[src/shared/ssr_pkg.sv]
// Package for the synchronous serial receiver: register map, fields, timing
package ssr_pkg;

  // ----------------------------------------------------------------
  // Register map (byte addresses, word aligned)
  // ----------------------------------------------------------------
  localparam logic [3:0] ADDR_CTRL   = 4'h0;
  localparam logic [3:0] ADDR_STATUS = 4'h4;
  localparam logic [3:0] ADDR_DATA   = 4'h8;
  localparam logic [3:0] ADDR_BAUD   = 4'hC;

  // ----------------------------------------------------------------
  // Control register fields
  // ----------------------------------------------------------------
  localparam int CTRL_PORT_EN  = 0;
  localparam int CTRL_SYNC     = 1;
  localparam int CTRL_CLK_SRC  = 2;
  localparam int CTRL_NINE     = 3;
  localparam int CTRL_SINGLE   = 4;
  localparam int CTRL_CONT     = 5;

  // ----------------------------------------------------------------
  // Status register fields
  // ----------------------------------------------------------------
  localparam int STAT_PENDING  = 0;
  localparam int STAT_OVERRUN  = 1;
  localparam int STAT_NINTH    = 2;
  localparam int STAT_LEVEL_LO = 4;

  // ----------------------------------------------------------------
  // Sizes and reset values
  // ----------------------------------------------------------------
  localparam int          CHAR_W      = 9;
  localparam int          FIFO_DEPTH  = 2;
  localparam logic [3:0]  BITS_EIGHT  = 4'h8;
  localparam logic [3:0]  BITS_NINE   = 4'h9;
  localparam logic [15:0] BAUD_RESET  = 16'h0004;
  localparam logic [5:0]  CTRL_RESET  = 6'h00;

  typedef enum logic [1:0] {
    SSR_IDLE  = 2'b00,
    SSR_SHIFT = 2'b01,
    SSR_DONE  = 2'b10
  } ssr_state_t;

endpackage : ssr_pkg

[src/hw/ssr_sync.sv]
// Two flip-flop synchroniser for pin inputs
`timescale 1ns/1ps
module ssr_sync (
  // Clock and reset
  input  wire logic clock_in,
  input  wire logic rst_b_in,
  // Asynchronous level and its safe copy
  input  wire logic async_in,
  output logic      sync_out
);

  logic meta_ff;

  // First stage is read by the second stage only
  always_ff @(posedge clock_in) begin
    if (!rst_b_in) begin
      meta_ff  <= 1'b0;
      sync_out <= 1'b0;
    end else begin
      meta_ff  <= async_in;
      sync_out <= meta_ff;
    end
  end

endmodule : ssr_sync

[src/hw/ssr_receiver.sv]
// Synchronous serial receiver with Avalon-MM register slave
//
// How it works
// - Master receive mode turns the data pin driver off; pin only listens.
// - Setting single or continuous receive enable starts reception in sync mode.
// - Single receive alone: master makes one character worth of clocks, then stops.
// - Single receive enable clears itself when one character is complete.
// - Continuous receive: clocks run until software clears the enable; here an overrun also stops them.
// - Clearing continuous mid character stops clock at once, drops partial character.
// - Both enables set: single clears after first character, continuous governs.
// - Data sampled on trailing (falling) clock edge, shifted into shift register.
// - Complete character sets pending flag and enters two deep FIFO.
// - Data register reads low eight bits of oldest unread character.
// - Pending flag stays high while FIFO holds any unread character.
// - Slave mode takes clock from clock pin with its driver off.
// - Data changes on leading edge, valid at trailing edge, one bit per cycle.
// - Third character arriving with FIFO full sets overrun flag.
// - On overrun FIFO kept intact, no more characters accepted until cleared.
// - Overrun not writable; single mode overrun clears on data register read.
// - Continuous mode overrun clears by clearing continuous or port enable.
// - Nine bit select shifts nine bits per character instead of eight.
// - Ninth bit flag shows bit nine of oldest unread character.
//
// Decided for this implementation: the register addresses and the Avalon-MM register port.
`timescale 1ns/1ps
module ssr_receiver (
  // Clock and reset
  input  wire logic        clock_in,
  input  wire logic        rst_b_in,
  // Avalon-MM slave
  input  wire logic [3:0]  avs_address_in,
  input  wire logic        avs_read_in,
  input  wire logic        avs_write_in,
  input  wire logic [31:0] avs_writedata_in,
  input  wire logic [3:0]  avs_byteenable_in,
  output logic [31:0]      avs_readdata_out,
  output logic             avs_waitrequest_out,
  // Data line pin
  input  wire logic        data_line_pin_in,
  output logic             data_line_pin_out,
  output logic             data_line_pin_oe_out,
  // Clock line pin
  input  wire logic        clock_line_pin_in,
  output logic             clock_line_pin_out,
  output logic             clock_line_pin_oe_out
);

  // ----------------------------------------------------------------
  // Declarations
  // ----------------------------------------------------------------
  logic                           port_en_ff, sync_ff, clk_src_ff, nine_ff;
  logic                           single_ff, cont_ff;
  logic [15:0]                    baud_ff;
  logic [15:0]                    baud_cnt_ff;
  logic                           sck_ff;
  logic                           data_s, clk_s, clk_d_ff;
  ssr_pkg::ssr_state_t            state_ff;
  logic [3:0]                     bit_cnt_ff;
  logic [ssr_pkg::CHAR_W-1:0]     shift_ff;
  logic [ssr_pkg::CHAR_W-1:0]     fifo_mem [ssr_pkg::FIFO_DEPTH];
  logic [1:0]                     level_ff;
  logic                           overrun_ff, ovr_single_ff;
  logic                           ack_ff;
  logic                           master, active, fall_edge, char_done, pop;
  logic                           wr_ctrl, wr_baud, cont_clear;
  logic [3:0]                     char_bits;
  logic [5:0]                     nxt_ctrl;

  function automatic logic sel(input logic [3:0] a, input logic [3:0] r);
    return a == r;
  endfunction : sel

  // ----------------------------------------------------------------
  // Bus slave
  // ----------------------------------------------------------------
  // One wait cycle per access keeps read data registered
  assign avs_waitrequest_out = (avs_read_in | avs_write_in) & ~ack_ff;

  always_ff @(posedge clock_in) begin
    if (!rst_b_in) begin
      ack_ff <= 1'b0;
    end else begin
      ack_ff <= (avs_read_in | avs_write_in) & ~ack_ff;
    end
  end

  assign wr_ctrl = avs_write_in & ~ack_ff & sel(avs_address_in, ssr_pkg::ADDR_CTRL)
                   & avs_byteenable_in[0];
  assign wr_baud = avs_write_in & ~ack_ff & sel(avs_address_in, ssr_pkg::ADDR_BAUD);
  assign pop     = avs_read_in & ~ack_ff & sel(avs_address_in, ssr_pkg::ADDR_DATA)
                   & (level_ff != 2'h0);

  always_ff @(posedge clock_in) begin
    if (!rst_b_in) begin
      avs_readdata_out <= 32'h0000_0000;
    end else if (avs_read_in & ~ack_ff) begin
      case (avs_address_in)
        ssr_pkg::ADDR_CTRL: begin
          avs_readdata_out <= {26'h0, cont_ff, single_ff, nine_ff, clk_src_ff,
                               sync_ff, port_en_ff};
        end
        ssr_pkg::ADDR_STATUS: begin
          avs_readdata_out <= {26'h0, level_ff, 1'b0, fifo_mem[0][8], overrun_ff,
                               level_ff != 2'h0};
        end
        ssr_pkg::ADDR_DATA: begin
          avs_readdata_out <= {24'h0, fifo_mem[0][7:0]};
        end
        ssr_pkg::ADDR_BAUD: begin
          avs_readdata_out <= {16'h0, baud_ff};
        end
        default: begin
          avs_readdata_out <= 32'h0000_0000;
        end
      endcase
    end
  end

  // ----------------------------------------------------------------
  // Control register
  // ----------------------------------------------------------------
  assign nxt_ctrl   = wr_ctrl ? avs_writedata_in[5:0]
                              : {cont_ff, single_ff, nine_ff, clk_src_ff, sync_ff, port_en_ff};
  assign cont_clear = cont_ff & ~nxt_ctrl[ssr_pkg::CTRL_CONT];

  always_ff @(posedge clock_in) begin
    if (!rst_b_in) begin
      {cont_ff, single_ff, nine_ff, clk_src_ff, sync_ff, port_en_ff} <= ssr_pkg::CTRL_RESET;
    end else begin
      port_en_ff <= nxt_ctrl[ssr_pkg::CTRL_PORT_EN];
      sync_ff    <= nxt_ctrl[ssr_pkg::CTRL_SYNC];
      clk_src_ff <= nxt_ctrl[ssr_pkg::CTRL_CLK_SRC];
      nine_ff    <= nxt_ctrl[ssr_pkg::CTRL_NINE];
      cont_ff    <= nxt_ctrl[ssr_pkg::CTRL_CONT] & nxt_ctrl[ssr_pkg::CTRL_PORT_EN];
      // Hardware clear beats a software set arriving the same cycle
      single_ff  <= nxt_ctrl[ssr_pkg::CTRL_SINGLE] & nxt_ctrl[ssr_pkg::CTRL_PORT_EN]
                    & ~char_done;
    end
  end

  always_ff @(posedge clock_in) begin
    if (!rst_b_in) begin
      baud_ff <= ssr_pkg::BAUD_RESET;
    end else if (wr_baud) begin
      baud_ff <= avs_writedata_in[15:0];
    end
  end

  // ----------------------------------------------------------------
  // Pins and clocking
  // ----------------------------------------------------------------
  ssr_sync u_sync_data (
    .clock_in (clock_in),
    .rst_b_in (rst_b_in),
    .async_in (data_line_pin_in),
    .sync_out (data_s)
  );

  ssr_sync u_sync_clk (
    .clock_in (clock_in),
    .rst_b_in (rst_b_in),
    .async_in (clock_line_pin_in),
    .sync_out (clk_s)
  );

  assign master    = port_en_ff & sync_ff & clk_src_ff;
  assign char_bits = nine_ff ? ssr_pkg::BITS_NINE : ssr_pkg::BITS_EIGHT;
  // Receive only while accepting; overrun holds the line still
  assign active    = port_en_ff & sync_ff & (single_ff | cont_ff) & ~overrun_ff;

  assign data_line_pin_out     = 1'b0;
  assign data_line_pin_oe_out  = 1'b0;
  assign clock_line_pin_out    = sck_ff;
  assign clock_line_pin_oe_out = master;

  // Baud generator: half period of baud_ff+1 cycles, idle high
  always_ff @(posedge clock_in) begin
    if (!rst_b_in) begin
      baud_cnt_ff <= 16'h0000;
      sck_ff      <= 1'b1;
    end else if (!(master & active) | cont_clear) begin
      baud_cnt_ff <= 16'h0000;
      sck_ff      <= 1'b1;
    end else if (baud_cnt_ff >= baud_ff) begin
      baud_cnt_ff <= 16'h0000;
      sck_ff      <= ~sck_ff;
    end else begin
      baud_cnt_ff <= baud_cnt_ff + 16'h0001;
    end
  end

  always_ff @(posedge clock_in) begin
    if (!rst_b_in) begin
      clk_d_ff <= 1'b1;
    end else begin
      clk_d_ff <= master ? sck_ff : clk_s;
    end
  end

  // Trailing edge of the clock line (idle high, falls at mid cycle)
  assign fall_edge = clk_d_ff & ~(master ? sck_ff : clk_s);

  // ----------------------------------------------------------------
  // Shifter
  // ----------------------------------------------------------------
  assign char_done = (state_ff == ssr_pkg::SSR_SHIFT) & active & ~cont_clear & fall_edge
                     & (bit_cnt_ff == char_bits - 4'h1);

  always_ff @(posedge clock_in) begin
    if (!rst_b_in) begin
      state_ff   <= ssr_pkg::SSR_IDLE;
      bit_cnt_ff <= 4'h0;
      shift_ff   <= '0;
    end else begin
      case (state_ff)
        ssr_pkg::SSR_IDLE: begin
          bit_cnt_ff <= 4'h0;
          if (active) begin
            state_ff <= ssr_pkg::SSR_SHIFT;
          end
        end
        ssr_pkg::SSR_SHIFT: begin
          if (!active | cont_clear) begin
            state_ff <= ssr_pkg::SSR_IDLE;
          end else if (fall_edge) begin
            // LSB first: new bit enters at the top of the character
            shift_ff   <= nine_ff ? {data_s, shift_ff[8:1]}
                                  : {1'b0, data_s, shift_ff[7:1]};
            bit_cnt_ff <= char_done ? 4'h0 : bit_cnt_ff + 4'h1;
            if (char_done) begin
              state_ff <= ssr_pkg::SSR_DONE;
            end
          end
        end
        ssr_pkg::SSR_DONE: begin
          state_ff <= active ? ssr_pkg::SSR_SHIFT : ssr_pkg::SSR_IDLE;
        end
        default: begin
          state_ff <= ssr_pkg::SSR_IDLE;
        end
      endcase
    end
  end

  // ----------------------------------------------------------------
  // FIFO and overrun
  // ----------------------------------------------------------------
  // Character enters the FIFO one cycle after its last bit, in DONE
  always_ff @(posedge clock_in) begin
    if (!rst_b_in | !port_en_ff) begin
      level_ff    <= 2'h0;
      fifo_mem[0] <= '0;
      fifo_mem[1] <= '0;
    end else begin
      if (pop) begin
        fifo_mem[0] <= fifo_mem[1];
      end
      // A pop in the same cycle frees a slot, so a full FIFO still takes the character
      if (state_ff == ssr_pkg::SSR_DONE && (level_ff != 2'h2 || pop)) begin
        fifo_mem[(level_ff[0] & ~pop) | level_ff[1]] <= shift_ff;
        level_ff <= pop ? level_ff : level_ff + 2'h1;
      end else if (pop) begin
        level_ff <= level_ff - 2'h1;
      end
    end
  end

  always_ff @(posedge clock_in) begin
    if (!rst_b_in | !port_en_ff) begin
      overrun_ff    <= 1'b0;
      ovr_single_ff <= 1'b0;
    end else if (state_ff == ssr_pkg::SSR_DONE && level_ff == 2'h2 && !pop) begin
      overrun_ff    <= 1'b1;
      ovr_single_ff <= ~cont_ff;
    end else if ((ovr_single_ff & pop) | (~ovr_single_ff & cont_clear)) begin
      overrun_ff    <= 1'b0;
    end
  end

  // ----------------------------------------------------------------
  // Checks
  // ----------------------------------------------------------------
  data_pin_off_a: assert property (@(posedge clock_in) disable iff (!rst_b_in)
    !data_line_pin_oe_out) else $error("data pin driven");
  single_clear_a: assert property (@(posedge clock_in) disable iff (!rst_b_in)
    char_done && !wr_ctrl |=> !single_ff) else $error("single not cleared");
  cont_stop_a: assert property (@(posedge clock_in) disable iff (!rst_b_in)
    cont_clear && !single_ff |=> sck_ff && state_ff != ssr_pkg::SSR_DONE)
    else $error("clock kept after cont clear");
  pend_level_a: assert property (@(posedge clock_in) disable iff (!rst_b_in)
    state_ff == ssr_pkg::SSR_DONE && level_ff == 2'h0 && port_en_ff |=> level_ff == 2'h1)
    else $error("char not queued");
  fifo_cap_a: assert property (@(posedge clock_in) disable iff (!rst_b_in)
    level_ff <= 2'h2) else $error("fifo over depth");
  overrun_set_a: assert property (@(posedge clock_in) disable iff (!rst_b_in)
    state_ff == ssr_pkg::SSR_DONE && level_ff == 2'h2 && !pop && port_en_ff
    |=> overrun_ff && level_ff == 2'h2) else $error("overrun missed");
  overrun_hold_a: assert property (@(posedge clock_in) disable iff (!rst_b_in)
    overrun_ff |-> !active) else $error("receiving during overrun");
  clk_drive_a: assert property (@(posedge clock_in) disable iff (!rst_b_in)
    clock_line_pin_oe_out == master) else $error("clock pin drive wrong");
  pop_shift_a: assert property (@(posedge clock_in) disable iff (!rst_b_in)
    pop && level_ff == 2'h2 && state_ff != ssr_pkg::SSR_DONE && port_en_ff
    |=> fifo_mem[0] == $past(fifo_mem[1]) && level_ff == 2'h1)
    else $error("pop failed");

endmodule : ssr_receiver

[config.mk]
export PLATFORM = sky130hd
export DESIGN_NAME = ssr_receiver
export DESIGN_NICKNAME = d
export VERILOG_FILES = /design/src/shared/ssr_pkg.sv /design/src/hw/ssr_sync.sv /design/src/hw/ssr_receiver.sv
export SDC_FILE = /design/constraint.sdc
export NUM_CORES = 1
export LEC_CHECK = 0
export BUFFER_PORTS_ARGS = -buffer_cell sky130_fd_sc_hd__buf_2
export CAP_MARGIN = 20
export CELL_PAD_IN_SITES_DETAIL_PLACEMENT = 1
export CELL_PAD_IN_SITES_GLOBAL_PLACEMENT = 2
export CORE_ASPECT_RATIO = 0.75
export CORE_MARGIN = 2
export CORE_UTILIZATION = 37
export DETAILED_ROUTE_END_ITERATION = 8
export PLACE_DENSITY = 0.91
export SYNTH_ARGS = -nofsm -noshare
export SYNTH_HDL_FRONTEND = slang
export SYNTH_SLANG_ARGS = --single-unit
export TNS_END_PERCENT = 50
[constraint.sdc]
create_clock -name clock_in -period 4.9 [get_ports clock_in]
set_input_delay 0.98 -clock clock_in [delete_from_list [all_inputs] [get_ports clock_in]]
set_output_delay 0.98 -clock clock_in [all_outputs]
set_load 0.005 [all_outputs]
Yosys cells after proc, flatten, opt, wreduce, memory -nomap -nowiden
Memories as Yosys holds them, arrays and structs flattened.
Index checks and enable logic that the tools add are counted.
- magnitude comparators: 1
- $add $sub $neg: 5
- bitwise logic cells: 45
- eq/ne operators: 14
- multiplexer cells: 32
- reductions and logical operators: 22
- operators with widths (kind ; count):
    16-bit case mux with 4 select lines ; 1
    9-bit two-way mux ; 3
    1-bit AND ; 25
    16-bit by 1-bit adder with 16-bit output, second input constant ; 1
    16-bit greater-or-equal comparator ; 1
    1-bit two-way mux ; 15
    2-bit two-way mux ; 7
    4-bit two-way mux ; 3
    1-bit inverter ; 12
    2-bit inequality test, second input constant ; 5
    3-bit AND reduction ; 3
    9-bit OR reduction ; 1
    4-bit == test, second input constant ; 2
    1-bit OR ; 8
    4-bit case mux with 2 select lines ; 1
    2-bit nonzero test ; 4
    6-bit two-way mux ; 1
    3-bit by 2-bit inequality test with 1-bit output, second input constant ; 2
    2-bit case mux with 3 select lines ; 1
    1-bit zero test ; 5
    4-bit by 1-bit adder with 4-bit output, second input constant ; 1
    2-bit == test, second input constant ; 2
    4-bit by 3-bit == test with 1-bit output, second input constant ; 1
    4-bit == test ; 1
    other kinds (11) ; 13
- memories kept: 1
- output and inout bits: 37
- input bits: 46
- RAM bits: 18
- flip-flop bits (word level): 96
- logic and storage cells: 142
- memories (name ; depth ; width ; rd ports ; clocked after Yosys merged registers in ; wr ports ; line ; source):
    fifo_mem ; 2 ; 9 ; 2 ; 0 ; 2 ; ssr_receiver.sv:60 ; logic [ssr_pkg::CHAR_W-1:0] fifo_mem [ssr_pkg::FIFO_DEPTH];

Logic depth before layout (Yosys ltp)
- depth after elaboration: 15
- gate-level depth with buffers: 8
- gate-level depth less buffers: 7

By module
From an unflattened synthesis, not the netlist that was laid out.
- cell total of the unflattened synthesis: 468
- area total of the unflattened synthesis: 4739.5 sq um
- modules (own cells, without submodules) (module ; sequential area each (sq um) ; times used ; area each (sq um) ; cells each):
    ssr_receiver ; 2062.0 ; 1 ; 4634.4 ; 460
    ssr_sync ; 40.0 ; 2 ; 52.6 ; 4

Least setup slack after synthesis
No wires, ideal clock.
- path kind: input port to flip-flop
- start: in avs_address_in[1]
- end: mem fifo_mem[0][0] (netlist bit) (enable)
- slack: 2324 ps
- stages on the path: 4
- arrival time: 2244 ps
- path buffers: 0
- library setup time: 331 ps
- required time: 4569 ps
- cells stage by stage: nor4b_4 > a21boi_2 > nor4_4 > a211o_1
- RTL lines (item ; line ; source):
    start, declared ; ssr_receiver.sv:31 ; input wire logic [3:0] avs_address_in,
    end, declared ; ssr_receiver.sv:60 ;

==> flow_metrics.tcl <==
set metrics [dict create \
    drive_gt1_frac 0.1563 \
    clock_path_buffers 2 \
    gp_congestion 0.7996 \
    yosys.area_share.simple 0.2102 \
    overflow 0 \
    setup_viol 0 \
    path_clk_slew_ns 0.07 \
    ys_ff_latch 98 \
    holdCritStartpoint "u_sync_data.meta_ff" \
    wl_mm 11.66 \
    die_w_um 134.7 \
    grt_max_degree 37 \
    synth_xor_area_frac 0.02588 \
    dp_cells 680 \
    synth_flop_cell "dfxtp_1" \
    crit_family "simple AND/OR/NAND/NOR gates" \
    power_density_nw_per_um2 293.5 \
    async_flop_share 0 \
    p_leak_nw 2.062 \
    cp-end-kind "flip-flop" \
    hold_end "u_sync_data.sync_out" \
    swShare 0.2218 \
    p_seq_frac 0.534 \
    grt_pass1_vias 3686 \
    r2r_end "baud_cnt_ff[14]" \
    first_iter_violations 171 \
    antenna_found_initial 0 \
    cts_max_level 3 \
    start_util 0.3823 \
    synth_most_common_cell "dfxtp_1" \
    synth_top_area_share 0.3380 \
    worstRegToRegCells 7 \
    clock_sinks 98 \
    cts_made_buffers 9 \
    crit_chain "buf_2 -> nor4b_4 -> and2_0 -> a21oi_1 -> nor3_2 -> or2_2" \
    synth_common_cells "dfxtp_1, nand2_1, nor2_1" \
    nNetsFinal 590 \
    grt_pass1_wl_mm 19.16 \
    critPathMaxStageDelay_ns 0.47 \
    ys_top_cells_by_area "dfxtp_1, edfxtp_1, ha_1, nand2_1, mux2i_1" \
    routed-via-count 3616 \
    syn_inst 493 \
    relSlewSlack 0.3990 \
    cap_violations 0 \
    fmax_ghz 0.3436 \
    drc 0 \
    cp.required_ns 4.93 \
    r2r-start "baud_ff[13]" \
    die_h_um 102.0 \
    slew_violations 0 \
    switching_power_mw 0.3432 \
    antenna_cells 0 \
    post_cts_buffers 0 \
    crit_path_top_delay_cell "nor3_2" \
    postRouteAntennaNets 0 \
    status "complete, no violations" \
    dp_hpwl_mm 8.818 \
    synth_compound_area_frac 0.1281 \
    synth_top_family_by_area "simple AND/OR/NAND/NOR gates" \
    core_area_um2 12390 \
    crit_buf_inv 1 \
    synthMuxAreaShare 0.06153 \
    clkPwrFrac 0.425 \
    p_int_mw 1.204 \
    grt_usage 0.1798 \
    dr.pass1.iters 6 \
    period_minus_slack_ns 2.911 \
    clk_latency_ns 0.34 \
    fin_skew_ns 0.004262 \
    cts_resized 0 \
    start_kind "primary input" \
    routedWlPerCell_um 16.73 \
    ys_seq_area_frac 0.4521 \
    share_comb_of_total_power 0.041 \
    hold_path_depth 1 \
    rsz0062_at_grt "false" \
    min_path_type "reg2reg" \
    crit_type "in2reg" \
    crit_path_max_fanout 14 \
    cts_tree "built" \
    die-area_um2 13740 \
    num-fill-cells 1403 \
    netlist-cell-type-count 60 \
    syn2layout_area_growth_pct 11.28 \
    netlist_area_um2 4738 \
    ys_warn_count 0 \
    synthAdderAreaFrac 0.04753 \
    cts_hold_buf 0 \
    yosys.area.top_type "dfxtp_1" \
    synth_edf_count 18 \
    clockRootBuffer "clkbuf_16" \
    post-route-period-util 0.5940 \
    ir_drop_mv 0.1639 \
    stdcell_count 697 \
    std_cell_rows 35 \
    io_buffers 45 \
    io_pins 83 \
    postSynthAreaPerCell_um2 9.611 \
    hold_viol 0 \
    finalSetupTns_ns 0 \
    worst_pin_slew_ns 0.8987 \
    reg2reg_slack_ns 2.46 \
    critPathArrivalTime_ns 2.94 \
    viasPerCell 5.188 \
]
-- power by group through the flow --
stage | sequential, mW | combinational, mW | clock [mW]
6_report | 0.827 | 0.0634 | 0.657
3_5_place_dp | 0.845 | 0.0612 | 0
5_1_grt | 0.827 | 0.0709 | 0.702
3_3_place_gp | 0.844 | 0.0596 | 0
2_1_floorplan | 0.844 | 0.0474 | 0
4_1_cts | 0.826 | 0.0616 | 0.673
-- kinds of logic (layout without fill, tap and decap cells) --
family                     after synthesis  in the layout
other                                    1             18
AOI/OAI and AO/OA                       87             87
buffers and inverters                   66             87
muxes                                   25             25
and+or+nand+nor                        184            184
xor gates and xnor gates                14             14
adders and majority gates               18             18
DFF                                     98             98
-- registers in the layout, summed over array words and instances, names as in the netlist --
signal                flops
baud_cnt_ff              16
u_sync_data.sync_out      1
bit_cnt_ff                4
nine_ff                   1
clock_line_pin_out        1
state_ff                  2
fifo_mem                 18
u_sync_clk.sync_out       1
clk_d_ff                  1
u_sync_clk.meta_ff        1
ovr_single_ff             1
single_ff                 1
clk_src_ff                1
shift_ff                  9
baud_ff                  16
level_ff                  2
ack_ff                    1
sync_ff                   1
cont_ff                   1
u_sync_data.meta_ff       1
avs_readdata_out         16
overrun_ff                1
port_en_ff                1
-- area by class of cell --
| class | instances | area [um2] | area share |
|---|---|---|---|
| clock buffer | 12 | 246.5 | 0.04675 |
| clock inverter | 4 | 27.53 | 0.005221 |
| inverter | 25 | 93.84 | 0.01780 |
| multi-input combinational | 346 | 2310 | 0.4381 |
| sequential | 98 | 2142 | 0.4063 |
| tap | 166 | 207.7 | 0.03939 |
| timing repair buffer | 46 | 245.2 | 0.04651 |
-- per-stage QoR --
stage	power (mW)	setup slack [ns]	util	cell area [um2]	hold WS, ns
6_report	1.547	1.989	0.4254	5273	0.4358
5_1_grt	1.599	1.799	0.4254	5273	0.4621
4_1_cts	1.561	2.016	0.4238	5253	0.4378
3_5_place_dp	0.9061	1.659	0.4017	4979	0.4213
3_3_place_gp	0.9041	1.800	0.4017	4979	0.4180
2_1_floorplan	0.8913	2.324	-	4802	0.4119
-- worst max-delay path by stage --
stage,to,slack (ns),start,cells past startpoint
6_report,fifo_mem[1][2],1.99,avs_address_in[3],6
5_1_grt,fifo_mem[1][8],1.80,avs_address_in[3],6
4_1_cts,fifo_mem[1][0],2.02,avs_address_in[3],6
3_5_place_dp,fifo_mem[1][0],1.66,avs_address_in[3],6
3_3_place_gp,fifo_mem[1][0],1.80,avs_address_in[3],6
2_1_floorplan,fifo_mem[0][0],2.32,avs_address_in[1],4
-- layer usage --
metal	GRT usage	wire (um)	up-vias
met4	0.05101	126	0
met1	0.2452	5895	1746
li1	-	-	1781
met5	0	0	-
met2	0.2889	5110	75
met3	0.04018	530	14
-- placed cells by master, fill, tap and decap left out, types with 2 or more instances in the layout --
| master | instances |
|---|---|
| mux2i_1 | 19 |
| mux2_2 | 3 |
| a22oi_1 | 14 |
| nor4b_4 | 2 |
| and3_1 | 3 |
| nand4b_1 | 2 |
| ha_1 | 18 |
| and3_2 | 2 |
| dfxtp_1 | 80 |
| nand3_1 | 13 |
| mux4_2 | 3 |
| and4b_1 | 2 |
| inv_1 | 24 |
| nor2_1 | 38 |
| xnor2_1 | 7 |
| clkbuf_1 | 2 |
| edfxtp_1 | 18 |
| nand2_1 | 53 |
| a22o_1 | 12 |
| a21oi_1 | 27 |
| nor3_1 | 25 |
| o21ai_0 | 7 |
| nand2b_1 | 2 |
| a211oi_1 | 5 |
| nor3_2 | 2 |
| nand4_1 | 5 |
| and4_1 | 2 |
| xor2_1 | 7 |
| buf_2 | 45 |
| a211o_1 | 3 |
| nand3_2 | 3 |
| or2_2 | 2 |
| conb_1 | 18 |
| a221oi_1 | 2 |
| o211ai_1 | 7 |
| nor3b_1 | 3 |
| nor2b_1 | 3 |
| clkbuf_16 | 9 |
| and2_1 | 14 |
(Power assumes the default switching activity.)
